--- src/verilog/dump_cmd_regs.vh ---
/*
 * Constants of the register dump action command: command block layout,
 * command word fields, dump area layout and sequencing counts.
 * Assumes it is included by bare name from each design file that needs it.
 */
// Notes on behaviour
// RULE1: A block whose command field in bits 18:16 of the first word is 110 is a dump command.
// RULE2: The word at block offset 04h is the next block pointer and is added to the unit base.
// RULE3: With the end-of-list flag in bit 31 set the unit goes idle and always raises not-active.
// RULE4: With the suspend flag in bit 30 set the unit suspends and raises not-active only if enabled.
// RULE5: With the interrupt flag in bit 29 set the executed interrupt is raised, otherwise never.
// RULE6: Software writes zero to reserved bits 28:19 of the command word.
// RULE7: Software clears the completion flag in bit 15 and the device sets it when finished.
// RULE8: Success is the flag in bit 13; completion with success clear means an error.
// RULE9: The word at block offset 08h is the dump area offset and the area is 596 bytes long.
// RULE10: The unit posts the dump command byte to the transmit FIFO and waits for the marker.
// RULE11: The frame extraction and MAC state comes through the status FIFO before parallel state.
// RULE12: After all data the status word is built with completion and success both 1.
// RULE13: Bytes 0 to 23 hold the pointer, counter and threshold registers, low byte first.
// RULE14: Bytes 24 to 37 hold configuration bytes 8 to 21, byte 38 reserved, 39 to 42 address 1-4.
// RULE15: The rest of the area follows the byte table and the dword table.
// RULE16: After address bytes 5 and 6, byte 45 on holds status, CRC, temp, hash and length.
// RULE17: Dump words are written at rising addresses from the area start, completion last.
`ifndef DUMP_CMD_REGS_VH
`define DUMP_CMD_REGS_VH

`define CB_OFS_CMD 32'h00000000
`define CB_OFS_LINK 32'h00000004
`define CB_OFS_BUF 32'h00000008

`define CMD_EOL_BIT 31
`define CMD_SUSP_BIT 30
`define CMD_INT_BIT 29
`define CMD_CODE_HI 18
`define CMD_CODE_LO 16
`define CMD_DONE_BIT 15
`define CMD_OK_BIT 13
`define CMD_CODE_DUMP 3'h6

`define DUMP_AREA_BYTES 596
`define DUMP_AREA_WORDS 9'h095
`define DUMP_FIFO_BYTES 8'h50
`define DUMP_CMD_BYTE 8'h06
`define DUMP_MARKER 8'ha5
`define FIFO_WIDTH 32
`define FIFO_DEPTH 16
`define FIFO_ADDR_W 4

`endif

--- src/verilog/byte_packer.v ---
/*
 * Packs a byte stream into 32-bit words, first byte in the low lane.
 * Assumes the consumer may stall; a stalled word holds the byte input off.
 */
`timescale 1ns/1ps
module byte_packer (
	input wire clk,
	input wire rst,
	// Byte side
	input wire byte_valid,
	output wire byte_ready,
	input wire [7:0] byte_data,
	// Word side
	output reg word_valid,
	input wire word_ready,
	output reg [31:0] word_data
);
	reg [1:0] lane_r;
	reg [23:0] acc_r;

	assign byte_ready = !word_valid || word_ready;

	always @(posedge clk) begin
		if (rst) begin
			lane_r <= 2'h0;
			acc_r <= 24'h000000;
			word_valid <= 1'b0;
			word_data <= 32'h00000000;
		end else begin
			if (word_valid && word_ready) begin
				word_valid <= 1'b0;
			end
			if (byte_valid && byte_ready) begin
				lane_r <= lane_r + 2'h1;
				if (lane_r == 2'h3) begin
					word_data <= {byte_data, acc_r};
					word_valid <= 1'b1;
				end else if (lane_r == 2'h0) begin
					acc_r <= {16'h0000, byte_data};
				end else if (lane_r == 2'h1) begin
					acc_r <= {8'h00, byte_data, acc_r[7:0]};
				end else begin
					acc_r <= {byte_data, acc_r[15:0]};
				end
			end
		end
	end
endmodule // byte_packer

--- src/verilog/dump_cmd_unit.v ---
/*
 * Command unit slice that executes the register dump action command:
 * fetches the command block, runs the dump sequence, writes the area
 * and posts status. Assumes a simple memory master port that answers
 * each request with one ack, a status FIFO stream from the MAC side,
 * and a parallel-register read port answering one cycle after address.
 */
`timescale 1ns/1ps
`include "dump_cmd_regs.vh"
module dump_cmd_unit (
	// Clock and reset
	input wire REF_CLK,
	input wire RST,
	// Control
	input wire START,
	input wire [31:0] CB_ADDR,
	input wire [31:0] CU_BASE,
	input wire CNA_ON_SUSPEND,
	// Memory master
	output reg MEM_REQ,
	output reg MEM_WE,
	output reg [31:0] MEM_ADDR,
	output reg [31:0] MEM_WDATA,
	input wire MEM_ACK,
	input wire [31:0] MEM_RDATA,
	// Transmit FIFO towards MAC
	output reg TXF_VALID,
	output reg [7:0] TXF_DATA,
	input wire TXF_READY,
	// Status FIFO from MAC
	input wire STF_VALID,
	input wire [7:0] STF_DATA,
	output reg STF_READY,
	// Parallel register read port
	output reg [6:0] PREG_INDEX,
	input wire [31:0] PREG_DATA,
	// Status
	output reg BUSY,
	output reg [1:0] UNIT_STATE,
	output reg [31:0] NEXT_CB_ADDR,
	output reg EXEC_INT,
	output reg NOT_ACTIVE_INT,
	output reg BAD_CMD
);
	localparam S_IDLE = 4'h0;
	localparam S_FETCH0 = 4'h1;
	localparam S_FETCH1 = 4'h2;
	localparam S_FETCH2 = 4'h3;
	localparam S_TXCMD = 4'h4;
	localparam S_MARK = 4'h5;
	localparam S_SERIAL = 4'h6;
	localparam S_PREQ = 4'h7;
	localparam S_PCAP = 4'h8;
	localparam S_DRAIN = 4'h9;
	localparam S_STATUS = 4'ha;
	localparam S_DONE = 4'hb;
	localparam U_IDLE = 2'h0;
	localparam U_ACTIVE = 2'h1;
	localparam U_SUSP = 2'h2;

	reg [3:0] st_r;
	reg [31:0] cmd_r;
	reg [31:0] cb_r;
	reg [31:0] area_r;
	reg [7:0] scnt_r;
	reg [8:0] wcnt_r;
	reg [7:0] pidx_r;
	reg start_q1_r;
	reg start_q2_r;
	reg start_q3_r;
	reg stf_v1_r;
	reg stf_v2_r;
	reg [7:0] stf_d1_r;
	reg [7:0] stf_d2_r;
	reg [1:0] stf_hold_r;

	// Packer and FIFO interconnect
	reg pk_in_valid;
	reg [7:0] pk_in_data;
	wire pk_in_ready;
	wire pk_word_valid;
	wire pk_word_ready;
	wire [31:0] pk_word_data;
	reg par_valid;
	wire f_in_valid;
	wire [31:0] f_in_data;
	wire f_in_ready;
	wire f_out_valid;
	wire [31:0] f_out_data;
	reg f_out_ready;

	////////////////////////////////////////////////////////////////////////
	// Input synchronisers for the start strobe and the status FIFO stream

	always @(posedge REF_CLK) begin
		if (RST) begin
			start_q1_r <= 1'b0;
			start_q2_r <= 1'b0;
			start_q3_r <= 1'b0;
			stf_v1_r <= 1'b0;
			stf_v2_r <= 1'b0;
			stf_d1_r <= 8'h00;
			stf_d2_r <= 8'h00;
		end else begin
			start_q1_r <= START;
			start_q2_r <= start_q1_r;
			start_q3_r <= start_q2_r;
			stf_v1_r <= STF_VALID;
			stf_v2_r <= stf_v1_r;
			stf_d1_r <= STF_DATA;
			stf_d2_r <= stf_d1_r;
		end
	end

	////////////////////////////////////////////////////////////////////////
	// Data path: serial bytes packed, parallel words direct, one FIFO

	byte_packer u_packer (
		.clk(REF_CLK),
		.rst(RST),
		.byte_valid(pk_in_valid),
		.byte_ready(pk_in_ready),
		.byte_data(pk_in_data),
		.word_valid(pk_word_valid),
		.word_ready(pk_word_ready),
		.word_data(pk_word_data)
	);

	// Serial words own the FIFO input until the parallel phase starts
	assign f_in_valid = pk_word_valid | par_valid; // RULE11
	assign f_in_data = par_valid ? PREG_DATA : pk_word_data;
	assign pk_word_ready = f_in_ready & !par_valid;

	dump_fifo #(
		.WIDTH(`FIFO_WIDTH),
		.DEPTH(`FIFO_DEPTH),
		.AW(`FIFO_ADDR_W)
	) u_fifo (
		.clk(REF_CLK),
		.rst(RST),
		.in_valid(f_in_valid),
		.in_ready(f_in_ready),
		.in_data(f_in_data),
		.out_valid(f_out_valid),
		.out_ready(f_out_ready),
		.out_data(f_out_data)
	);

	// The source moves on one cycle after ready and the new byte needs two
	// more to cross, so takes are held off three cycles to avoid repeats.
	always @* begin
		pk_in_valid = 1'b0;
		pk_in_data = stf_d2_r;
		par_valid = 1'b0;
		if (st_r == S_SERIAL && stf_v2_r && !STF_READY && stf_hold_r == 2'h0 &&
			scnt_r != `DUMP_FIFO_BYTES) begin
			pk_in_valid = 1'b1; // RULE13 RULE14 RULE16
		end
		if (st_r == S_PCAP) begin
			par_valid = 1'b1; // RULE15
		end
	end

	////////////////////////////////////////////////////////////////////////
	// Sequencer

	always @(posedge REF_CLK) begin
		if (RST) begin
			st_r <= S_IDLE;
			cmd_r <= 32'h00000000;
			cb_r <= 32'h00000000;
			area_r <= 32'h00000000;
			scnt_r <= 8'h00;
			wcnt_r <= 9'h000;
			pidx_r <= 8'h00;
			stf_hold_r <= 2'h0;
			MEM_REQ <= 1'b0;
			MEM_WE <= 1'b0;
			MEM_ADDR <= 32'h00000000;
			MEM_WDATA <= 32'h00000000;
			TXF_VALID <= 1'b0;
			TXF_DATA <= 8'h00;
			STF_READY <= 1'b0;
			PREG_INDEX <= 7'h00;
			BUSY <= 1'b0;
			UNIT_STATE <= U_IDLE;
			NEXT_CB_ADDR <= 32'h00000000;
			EXEC_INT <= 1'b0;
			NOT_ACTIVE_INT <= 1'b0;
			BAD_CMD <= 1'b0;
			f_out_ready <= 1'b0;
		end else begin
			EXEC_INT <= 1'b0;
			NOT_ACTIVE_INT <= 1'b0;
			BAD_CMD <= 1'b0;
			STF_READY <= 1'b0;
			f_out_ready <= 1'b0;
			if (stf_hold_r != 2'h0) begin
				stf_hold_r <= stf_hold_r - 2'h1;
			end
			case (st_r)
			S_IDLE: begin
				if (start_q2_r && !start_q3_r) begin
					cb_r <= CB_ADDR;
					BUSY <= 1'b1;
					UNIT_STATE <= U_ACTIVE;
					MEM_REQ <= 1'b1;
					MEM_WE <= 1'b0;
					MEM_ADDR <= CB_ADDR + `CB_OFS_CMD;
					st_r <= S_FETCH0;
				end
			end
			S_FETCH0: begin
				if (MEM_ACK) begin
					MEM_REQ <= 1'b0;
					cmd_r <= MEM_RDATA;
					if (MEM_RDATA[`CMD_CODE_HI:`CMD_CODE_LO] == `CMD_CODE_DUMP) begin
						MEM_REQ <= 1'b1; // RULE1
						MEM_ADDR <= cb_r + `CB_OFS_LINK;
						st_r <= S_FETCH1;
					end else begin
						// Other commands belong to other slices of the unit
						BAD_CMD <= 1'b1;
						BUSY <= 1'b0;
						UNIT_STATE <= U_IDLE;
						st_r <= S_IDLE;
					end
				end
			end
			S_FETCH1: begin
				if (MEM_ACK) begin
					NEXT_CB_ADDR <= MEM_RDATA + CU_BASE; // RULE2
					MEM_ADDR <= cb_r + `CB_OFS_BUF;
					st_r <= S_FETCH2;
				end
			end
			S_FETCH2: begin
				if (MEM_ACK) begin
					MEM_REQ <= 1'b0;
					area_r <= MEM_RDATA; // RULE9
					TXF_VALID <= 1'b1;
					TXF_DATA <= `DUMP_CMD_BYTE; // RULE10
					st_r <= S_TXCMD;
				end
			end
			S_TXCMD: begin
				if (TXF_READY) begin
					TXF_VALID <= 1'b0;
					st_r <= S_MARK;
				end
			end
			S_MARK: begin
				// Anything ahead of the marker is stale and thrown away
				if (stf_v2_r && !STF_READY && stf_hold_r == 2'h0) begin
					STF_READY <= 1'b1;
					stf_hold_r <= 2'h3;
					if (stf_d2_r == `DUMP_MARKER) begin
						scnt_r <= 8'h00; // RULE10
						wcnt_r <= 9'h000;
						st_r <= S_SERIAL;
					end
				end
			end
			S_SERIAL: begin
				if (pk_in_valid && pk_in_ready) begin
					STF_READY <= 1'b1;
					stf_hold_r <= 2'h3;
					scnt_r <= scnt_r + 8'h01;
				end
				if (scnt_r == `DUMP_FIFO_BYTES && !pk_word_valid) begin
					pidx_r <= 8'h00; // RULE11
					PREG_INDEX <= 7'h00;
					st_r <= S_PREQ;
				end
			end
			S_PREQ: begin
				st_r <= S_PCAP;
			end
			S_PCAP: begin
				// Index port is 7 bits wide, so the 129th word reads index 0 again
				if (f_in_ready) begin
					pidx_r <= pidx_r + 8'h01;
					PREG_INDEX <= pidx_r[6:0] + 7'h01;
					if ({1'b0, pidx_r} + 9'h014 == `DUMP_AREA_WORDS - 9'h001) begin
						st_r <= S_DRAIN;
					end else begin
						st_r <= S_PREQ;
					end
				end
			end
			S_DRAIN: begin
				if (wcnt_r == `DUMP_AREA_WORDS && !f_out_valid && !MEM_REQ) begin
					MEM_REQ <= 1'b1;
					MEM_WE <= 1'b1;
					MEM_ADDR <= cb_r + `CB_OFS_CMD;
					MEM_WDATA <= cmd_r | (32'h1 << `CMD_DONE_BIT) | (32'h1 << `CMD_OK_BIT);
					st_r <= S_STATUS; // RULE12 RULE17
				end
			end
			S_STATUS: begin
				if (MEM_ACK) begin
					MEM_REQ <= 1'b0;
					MEM_WE <= 1'b0;
					st_r <= S_DONE; // RULE7 RULE8
				end
			end
			S_DONE: begin
				BUSY <= 1'b0;
				EXEC_INT <= cmd_r[`CMD_INT_BIT]; // RULE5
				if (cmd_r[`CMD_EOL_BIT]) begin
					UNIT_STATE <= U_IDLE;
					NOT_ACTIVE_INT <= 1'b1; // RULE3
				end else if (cmd_r[`CMD_SUSP_BIT]) begin
					UNIT_STATE <= U_SUSP;
					NOT_ACTIVE_INT <= CNA_ON_SUSPEND; // RULE4
				end else begin
					UNIT_STATE <= U_ACTIVE;
				end
				st_r <= S_IDLE;
			end
			default: begin
				st_r <= S_IDLE;
			end
			endcase

			// Dump area writer runs beside the producers during the dump
			if ((st_r == S_SERIAL || st_r == S_PREQ || st_r == S_PCAP || st_r == S_DRAIN)) begin
				if (MEM_REQ && MEM_WE && MEM_ACK) begin
					MEM_REQ <= 1'b0;
					MEM_WE <= 1'b0;
				end else if (!MEM_REQ && f_out_valid && !f_out_ready) begin
					MEM_REQ <= 1'b1;
					MEM_WE <= 1'b1;
					MEM_ADDR <= area_r + {21'h000000, wcnt_r, 2'h0}; // RULE17
					MEM_WDATA <= f_out_data;
					f_out_ready <= 1'b1;
					wcnt_r <= wcnt_r + 9'h001;
				end
			end
		end
	end
endmodule // dump_cmd_unit

--- src/verilog/dump_fifo.v ---
/*
 * Synchronous FIFO of parameterised width and depth with valid and ready
 * on both sides. Assumes one clock and a synchronous active-high reset.
 */
`timescale 1ns/1ps
module dump_fifo #(
	parameter WIDTH = 32,
	parameter DEPTH = 16,
	parameter AW = 4
) (
	input wire clk,
	input wire rst,
	// Fill side
	input wire in_valid,
	output wire in_ready,
	input wire [WIDTH-1:0] in_data,
	// Drain side
	output wire out_valid,
	input wire out_ready,
	output wire [WIDTH-1:0] out_data
);
	reg [WIDTH-1:0] mem [0:DEPTH-1];
	reg [AW-1:0] wr_ptr_r;
	reg [AW-1:0] rd_ptr_r;
	reg [AW:0] count_r;
	wire push;
	wire pop;

	assign in_ready = (count_r != DEPTH[AW:0]);
	assign out_valid = (count_r != {(AW+1){1'b0}});
	assign out_data = mem[rd_ptr_r];
	assign push = in_valid & in_ready;
	assign pop = out_valid & out_ready;

	always @(posedge clk) begin
		if (push) begin
			mem[wr_ptr_r] <= in_data;
		end
	end

	always @(posedge clk) begin
		if (rst) begin
			wr_ptr_r <= {AW{1'b0}};
			rd_ptr_r <= {AW{1'b0}};
			count_r <= {(AW+1){1'b0}};
		end else begin
			if (push) begin
				wr_ptr_r <= wr_ptr_r + 1'b1;
			end
			if (pop) begin
				rd_ptr_r <= rd_ptr_r + 1'b1;
			end
			if (push && !pop) begin
				count_r <= count_r + 1'b1;
			end else if (pop && !push) begin
				count_r <= count_r - 1'b1;
			end
		end
	end
endmodule // dump_fifo
--- config.mk ---
export PLATFORM = sky130hd
export DESIGN_NAME = dump_cmd_unit
export DESIGN_NICKNAME = d
export VERILOG_FILES = /design/src/verilog/byte_packer.v /design/src/verilog/dump_cmd_unit.v /design/src/verilog/dump_fifo.v
export VERILOG_INCLUDE_DIRS = /design/src /design/src/verilog
export SDC_FILE = /design/constraint.sdc
export NUM_CORES = 1
export LEC_CHECK = 0
export BUFFER_PORTS_ARGS = -buffer_cell sky130_fd_sc_hd__buf_2
export CAP_MARGIN = 10
export CORE_MARGIN = 10
export CORE_UTILIZATION = 60
export CTS_CLUSTER_DIAMETER = 60
export DETAILED_ROUTE_END_ITERATION = 8
export PLACE_DENSITY_LB_ADDON = 0.08
export SYNTH_ARGS = -nofsm -noshare
export SYNTH_HDL_FRONTEND = slang
export SYNTH_HIERARCHICAL = 1
export SYNTH_SLANG_ARGS = --single-unit
--- constraint.sdc ---
create_clock -name REF_CLK -period 7.22 [get_ports REF_CLK]
set_clock_uncertainty 0.05 [all_clocks]
set_input_delay 0.361 -clock REF_CLK [delete_from_list [all_inputs] [get_ports REF_CLK]]
set_output_delay 0.361 -clock REF_CLK [all_outputs]
set_load 0.05 [all_outputs]
[Word level (Yosys, flattened, before mapping)]
Memories as Yosys holds them, arrays and structs flattened. A register that Yosys moved wholly into a read port is not among the register bits.
Cells that the tools add are included.
W data, S select, Z words.
Storage, ports and cells
  memory bits (writable): 512
  bits in read-only memories: 0
  output and inout bits: 121
  input port bits: 143
  word-level logic and storage cells: 254
  bits in latches: 0
  memories: 1
  bits in registers: 335
Memory list
  u_fifo.mem: words 16, width 32, read ports 1, clocked after Yosys merged registers in 1, wr ports 1, RTL line dump_fifo.v:22  | reg [WIDTH-1:0] mem [0:DEPTH-1];
Operators by class
  div/mod/pow operators: 0
  muxes and demuxes: 98
  magnitude comparators: 0
  multipliers: 0
  eq/ne operators: 33
  add/subtract/negate cells: 15
  bitwise gates (word level): 9
  reductions and logical operators: 59
  shifts and indexed selects: 0
Operators with widths (count)
  $mux W32: 14
  $pmux W32 S4: 1
  $mux W4: 14
  $mux W9: 6
  $mux W24: 2
  $pmux W4 S11: 1
  $mux W8: 5
  $add A32 B11 Y32: 1
  $add A32 B3 Y32 const B: 1
  $add A32 B32 Y32: 1
  $add A32 B4 Y32 const B: 1
  $mux W1: 32
  $pmux W8 S2: 2
  $ne A2 B2 Y1 const B: 13
  $eq A9 B8 Y1 const B: 2
  $logic_and A1 B1 Y1: 18
  $mux W2: 9
  $add A8 B1 Y8 const B: 2
  $eq A4 B3 Y1 const B: 4
  $eq A4 B4 Y1 const B: 4
  $mux W7: 2
  $pmux W7 S2: 1
  $reduce_and A2 Y1: 6
  $reduce_and A3 Y1: 4
  37 further kinds: 68

[Depth between registers and ports, before layout]
  depth after elaboration: 9
  gate-level depth with buffers: 16
  gate-level depth less buffers: 13

[By module]
The synthesis kept the hierarchy.
By module, submodules not included
  dump_fifo: cells each 896, sequential area each 15715.1 µm², times used 1, area each 20059.2 µm²
  dump_cmd_unit: cells each 1686, sequential area each 5084.9 µm², times used 1, area each 13406.6 µm²
  byte_packer: cells each 239, sequential area each 1181.1 µm², times used 1, area each 2422.3 µm²

[Least setup slack after synthesis]
No wires, ideal clock.
  kind: reg2reg
  start point: reg st_r[0]
  end point: mem u_fifo.mem[0][0], enable pin
  setup slack: 1926 ps
  stages on the path, launching flop included: 8
  buffers on the path: 2
  required time: 6668 ps
  arrival time: 4742 ps
  period minus slack after synthesis: 5294 ps
  setup time: 502 ps
  path through: dfxtp_1 -> or2_1 -> clkbuf_1 -> nor2_2 -> clkbuf_1 -> or2_2 -> o21ai_4 -> nor4_1
Between the ends
  word-level cells in the longest chain between the ends: 6
RTL lines
  from (decl): RTL line dump_cmd_unit.v:61  | reg [3:0] st_r;
  from (signal assigned): RTL line dump_cmd_unit.v:169  | st_r <= S_IDLE;
  from (signal assigned): RTL line dump_cmd_unit.v:210  | st_r <= S_FETCH0;
  from (signal assigned): RTL line dump_cmd_unit.v:220  | st_r <= S_FETCH1;
  $eq A4 B4 Y1: RTL line dump_cmd_unit.v:159  | if (st_r == S_PCAP) begin
  $mux W1: RTL line dump_cmd_unit.v:159
  $or A1 B1 Y1: RTL line dump_cmd_unit.v:130  | assign f_in_valid = pk_word_valid | par_valid;
  net f_in_valid: RTL line dump_cmd_unit.v:85  | wire f_in_valid;
  $and A1 B1 Y1: RTL line dump_fifo.v:32  | assign push = in_valid & in_ready;
  $mux W1: RTL line dump_fifo.v:36  | if (push) begin
  $mux W1 (implied by the code): RTL line dump_fifo.v:37  | mem[wr_ptr_r] <= in_data;
  to (decl): RTL line dump_fifo.v:22
The timed path passes the listed nets, and every way through them passes these cells.

[Worst setup path after layout]
  start point: reg st_r[3]
  end point: reg u_packer.word_data[13]
Between the ends
  elaborated cells between the ends (all ways): 13
  classes of those cells: 2 x eq/ne; 2 x mux; 1 x bitwise; 8 x reduce/logical
RTL lines
  $eq A4 B4 Y1: RTL line dump_cmd_unit.v:159
  $mux W1: RTL line dump_cmd_unit.v:159
  $logic_not A1 Y1: RTL line dump_cmd_unit.v:132  | assign pk_word_ready = f_in_ready & !par_valid;
  $and A1 B1 Y1: RTL line dump_cmd_unit.v:132
  net pk_word_ready: RTL line dump_cmd_unit.v:82  | wire pk_word_ready;
  $logic_or A1 B1 Y1: RTL line byte_packer.v:21  | assign byte_ready = !word_valid || word_ready;
  net pk_in_ready: RTL line dump_cmd_unit.v:80  | wire pk_in_ready;
  $logic_and A1 B1 Y1: RTL line byte_packer.v:33  | if (byte_valid && byte_ready) begin
  $reduce_and A2 Y1 (no source line)
  to (signal assigned): RTL line byte_packer.v:36  | word_data <= {byte_data, acc_r};
  to (decl): RTL line byte_packer.v:16  | output reg [31:0] word_data
The timed path passes the listed nets, and every way through them passes these cells.
A chain may end at the register's enable or synchronous reset.

==> flow_metrics.py <==
metrics = {
    "sta": {
        "fmax_mhz": 223,
        "period_share_pct": 62.0,
        "rsz0062_at_grt": "false",
        "setup_viol": 0,
        "fin_crit_ns": 4.48,
        "relSlewSlack_pct": 19.5,
        "fin_tns_setup_ns": 0,
        "hold_viol_final": 0,
        "tightest_slew_ns": 1.20,
        "report.final.slew_viol_count": 0,
    },
    "finish": {
        "fillers": 4191,
        "layout-drive-gt1-share_pct": 20.6,
        "area_growth_pct": 14.9,
        "num-nets-final": 3302,
        "stdcell_area_um2": 41200,
        "final_cells": 3941,
    },
    "yosys": {
        "syn_area_um2": 35900,
        "async_flop_share_pct": 0,
        "ys_types": 99,
        "ys_seq_elements": 842,
        "synth-edff-count": 512,
        "yosys_warnings": 6,
        "yosysTopAreaCell": "edfxtp_1",
        "yosysTopAreaCellShare_pct": 42.8,
        "synth.area.top_cells": "edfxtp_1 (43%), dfxtp_1 (18%), mux4_2 (8.0%)",
        "synthFlopType": "edfxtp_1",
        "ys_seq_area_share_pct": 61.2,
        "syn_area_per_cell_um2": 12.7,
        "syn_inst": 2821,
    },
    "power_and_ir_drop": {
        "total_power_w": 0.0105,
        "p_leak_nw": 14.1,
        "power.density_nw_per_um2": 254,
        "peakVddDrop_v": 0.000290,
    },
    "worst_setup_path": {
        "required_ns": 7.71,
        "crit_path_max_fanout": 37,
        "cp_slowest_stage_delay_ns": 0.93,
        "critPathCaptureType": "register",
        "critPathKind": "reg -> reg",
        "critical_path_arrival_ns": 4.97,
        "start_kind": "register",
        "critPathSlowestCell": "nand3_1",
        "path_cells": "nand2_1, nor2_4, buf_4, nor2b_1, nor2b_2, inv_2, nand3_1, mux2i_1",
    },
    "clock_tree": {
        "clk_path_buf_depth": 3,
        "htree_levels": 3,
        "clkSinkCount": 842,
        "clk_latency_ns": 0.64,
        "cts-resized-gates": 0,
        "cts_tree": "done",
        "cts-root-buf": "clkbuf_16",
        "clk_pin_slew_worst_paths_ns": 0.06,
        "cts_buffers": 85,
    },
    "place": {
        "dp.cells": 3713,
        "portBuffers": 257,
        "place_hpwl_um": 67900,
        "finalWeightedCongestion": 0.914,
        "place_area_um2": 37700,
    },
    "grt": {
        "antenna_found_initial": 3,
        "track_usage_pct": 28.6,
        "globalRouteOverflowTotal": 0,
        "grt_max_degree": 131,
        "grt_pass1_vias": 24248,
        "grt_pass1_wl_um": 152000,
    },
    "run": {
        "drv_cap": 0,
    },
    "floorplan": {
        "rows": 89,
        "fp.coreArea_um2": 59100,
        "fp.dieW_um": 265,
        "start_util_pct": 60.7,
        "pin_count": 264,
        "die_area_um2": 70000,
        "die_h_um": 265,
    },
    "run_status": {
        "status": "finished, final reports clean",
    },
    "routing": {
        "drtPass1Iterations": 5,
        "wl_per_cell_um": 25.9,
        "drt_iter0_markers": 2813,
        "vias_per_cell": 6.34,
        "drc": 0,
        "antenna_left": 0,
        "vias": 24985,
        "finalWirelength_um": 102000,
    },
    "worst_hold_path": {
        "hold_path.class": "in -> reg",
    },
}
## worst paths after layout
kind / from / to / slack [ns] / cells past startpoint
hold / removal: MEM_RDATA[27] / cmd_r[27] / 0.03 / 3
setup / recovery: st_r[3] / u_packer/word_data[13] / 2.74 / 8
hold reg to reg: stf_d1_r[1] / pk_in_data[1] / 0.39 / 1
setup reg to reg: st_r[3] / u_packer/word_data[13] / 2.74 / 8
## metrics by stage
stage          hold WS (ns)  util, %  setup slack [ns]
3_3_place_gp          0.369     63.8              3.08
2_1_floorplan         0.364        -              1.93
3_5_place_dp          0.376     63.8              2.88
4_1_cts             0.00184     69.7              2.83
6_report             0.0282     69.7              2.74
5_1_grt             0.00865     69.7              2.42
## logic make-up after synthesis
kind of cell,share of synthesized area (%)
AO/OA/AOI/OAI,10.2
XOR/XNOR,1.90
adder cells (fa/ha/maj),2.29
buffers and inverters,2.74
flip-flops,61.2
multiplexers,10.2
other,0.0104
AND/OR/NAND/NOR,11.4
## state kept, by name, indices dropped and copies added, names as in the netlist, 4 cells and up, named ones only
register and flops:
cb_r 32, scnt_r 8, u_fifo/rd_ptr_r 4, NEXT_CB_ADDR 32, u_fifo/wr_ptr_r 4, PREG_INDEX 6, stf_d1_r 8, area_r 32
u_packer/acc_r 24, cmd_r 30, MEM_ADDR 32, pk_in_data 8, u_fifo/mem 512, st_r 4, wcnt_r 9, MEM_WDATA 32
u_fifo/count_r 5, u_packer/word_data 32
## routing by layer
| layer | wire length [µm] | track usage [%] |
|---|---|---|
| met1 | 41100 | 38.0 |
| met3 | 8700 | 6.55 |
| met5 | 27 | 0 |
| met4 | 4490 | 12.0 |
| met2 | 47900 | 44.9 |
## critical path, delay by kind of cell, from the launching register on
kind          cells  cell delay (ns)
flops             1             0.84
mux               1             0.29
simple gates      5             2.34
buf+inv           2             0.84
## report_power, final
part	internal [W]	leakage [nW]	total [W]	switching, W
sequential	0.00512	6.84	0.00521	0.0000871
clock	0.00253	1.37	0.00439	0.00186
combinational	0.000276	5.87	0.000867	0.000590
total	0.00792	14.1	0.0105	0.00253
## Yosys cell counts (31+ instances only)
cell and number:
edfxtp_1 512, nand2_1 393, dfxtp_1 330, a21oi_1 222
nor2_1 146, mux4_2 128, clkbuf_1 113, a22oi_1 64
ha_1 61, nand2b_1 55, nand3_1 43, nand4_1 43
o21ai_0 43, xor2_1 42, mux2i_1 38, a311oi_1 37
inv_1 37, xnor2_1 36, mux2_2 34, nor2b_1 31
## area by class of cell
class,instances,area (µm²),area share [%]
antenna,1,2.50,0.00607
timing repair buffer,362,2250,5.47
clock buffer,119,2410,5.84
clock inverter,40,397,0.962
multi-input combinational,1761,13000,31.6
tap,773,967,2.35
inverter,43,164,0.398
sequential,842,22000,53.3
## timing repair
action	in CTS	in global routing
setup endpoints to repair	0	0
hold endpoints to repair	90	0
hold buffers	68	0
setup buffers	0	0
## placed cells by master (no fill, tap or decap), drive strengths merged, types with 65 or more instances in the layout
master | netlist | final
clkbuf | 113 | 119
a21oi | 223 | 223
edfxtp | 512 | 512
nor2 | 152 | 152
nand2 | 393 | 393
dlygate4sd3 | 0 | 68
dfxtp | 330 | 330
a22oi | 65 | 65
o21ai | 66 | 66
buf | 67 | 294
mux4 | 128 | 128
Note: power is estimated with default switching activity, not from simulation.
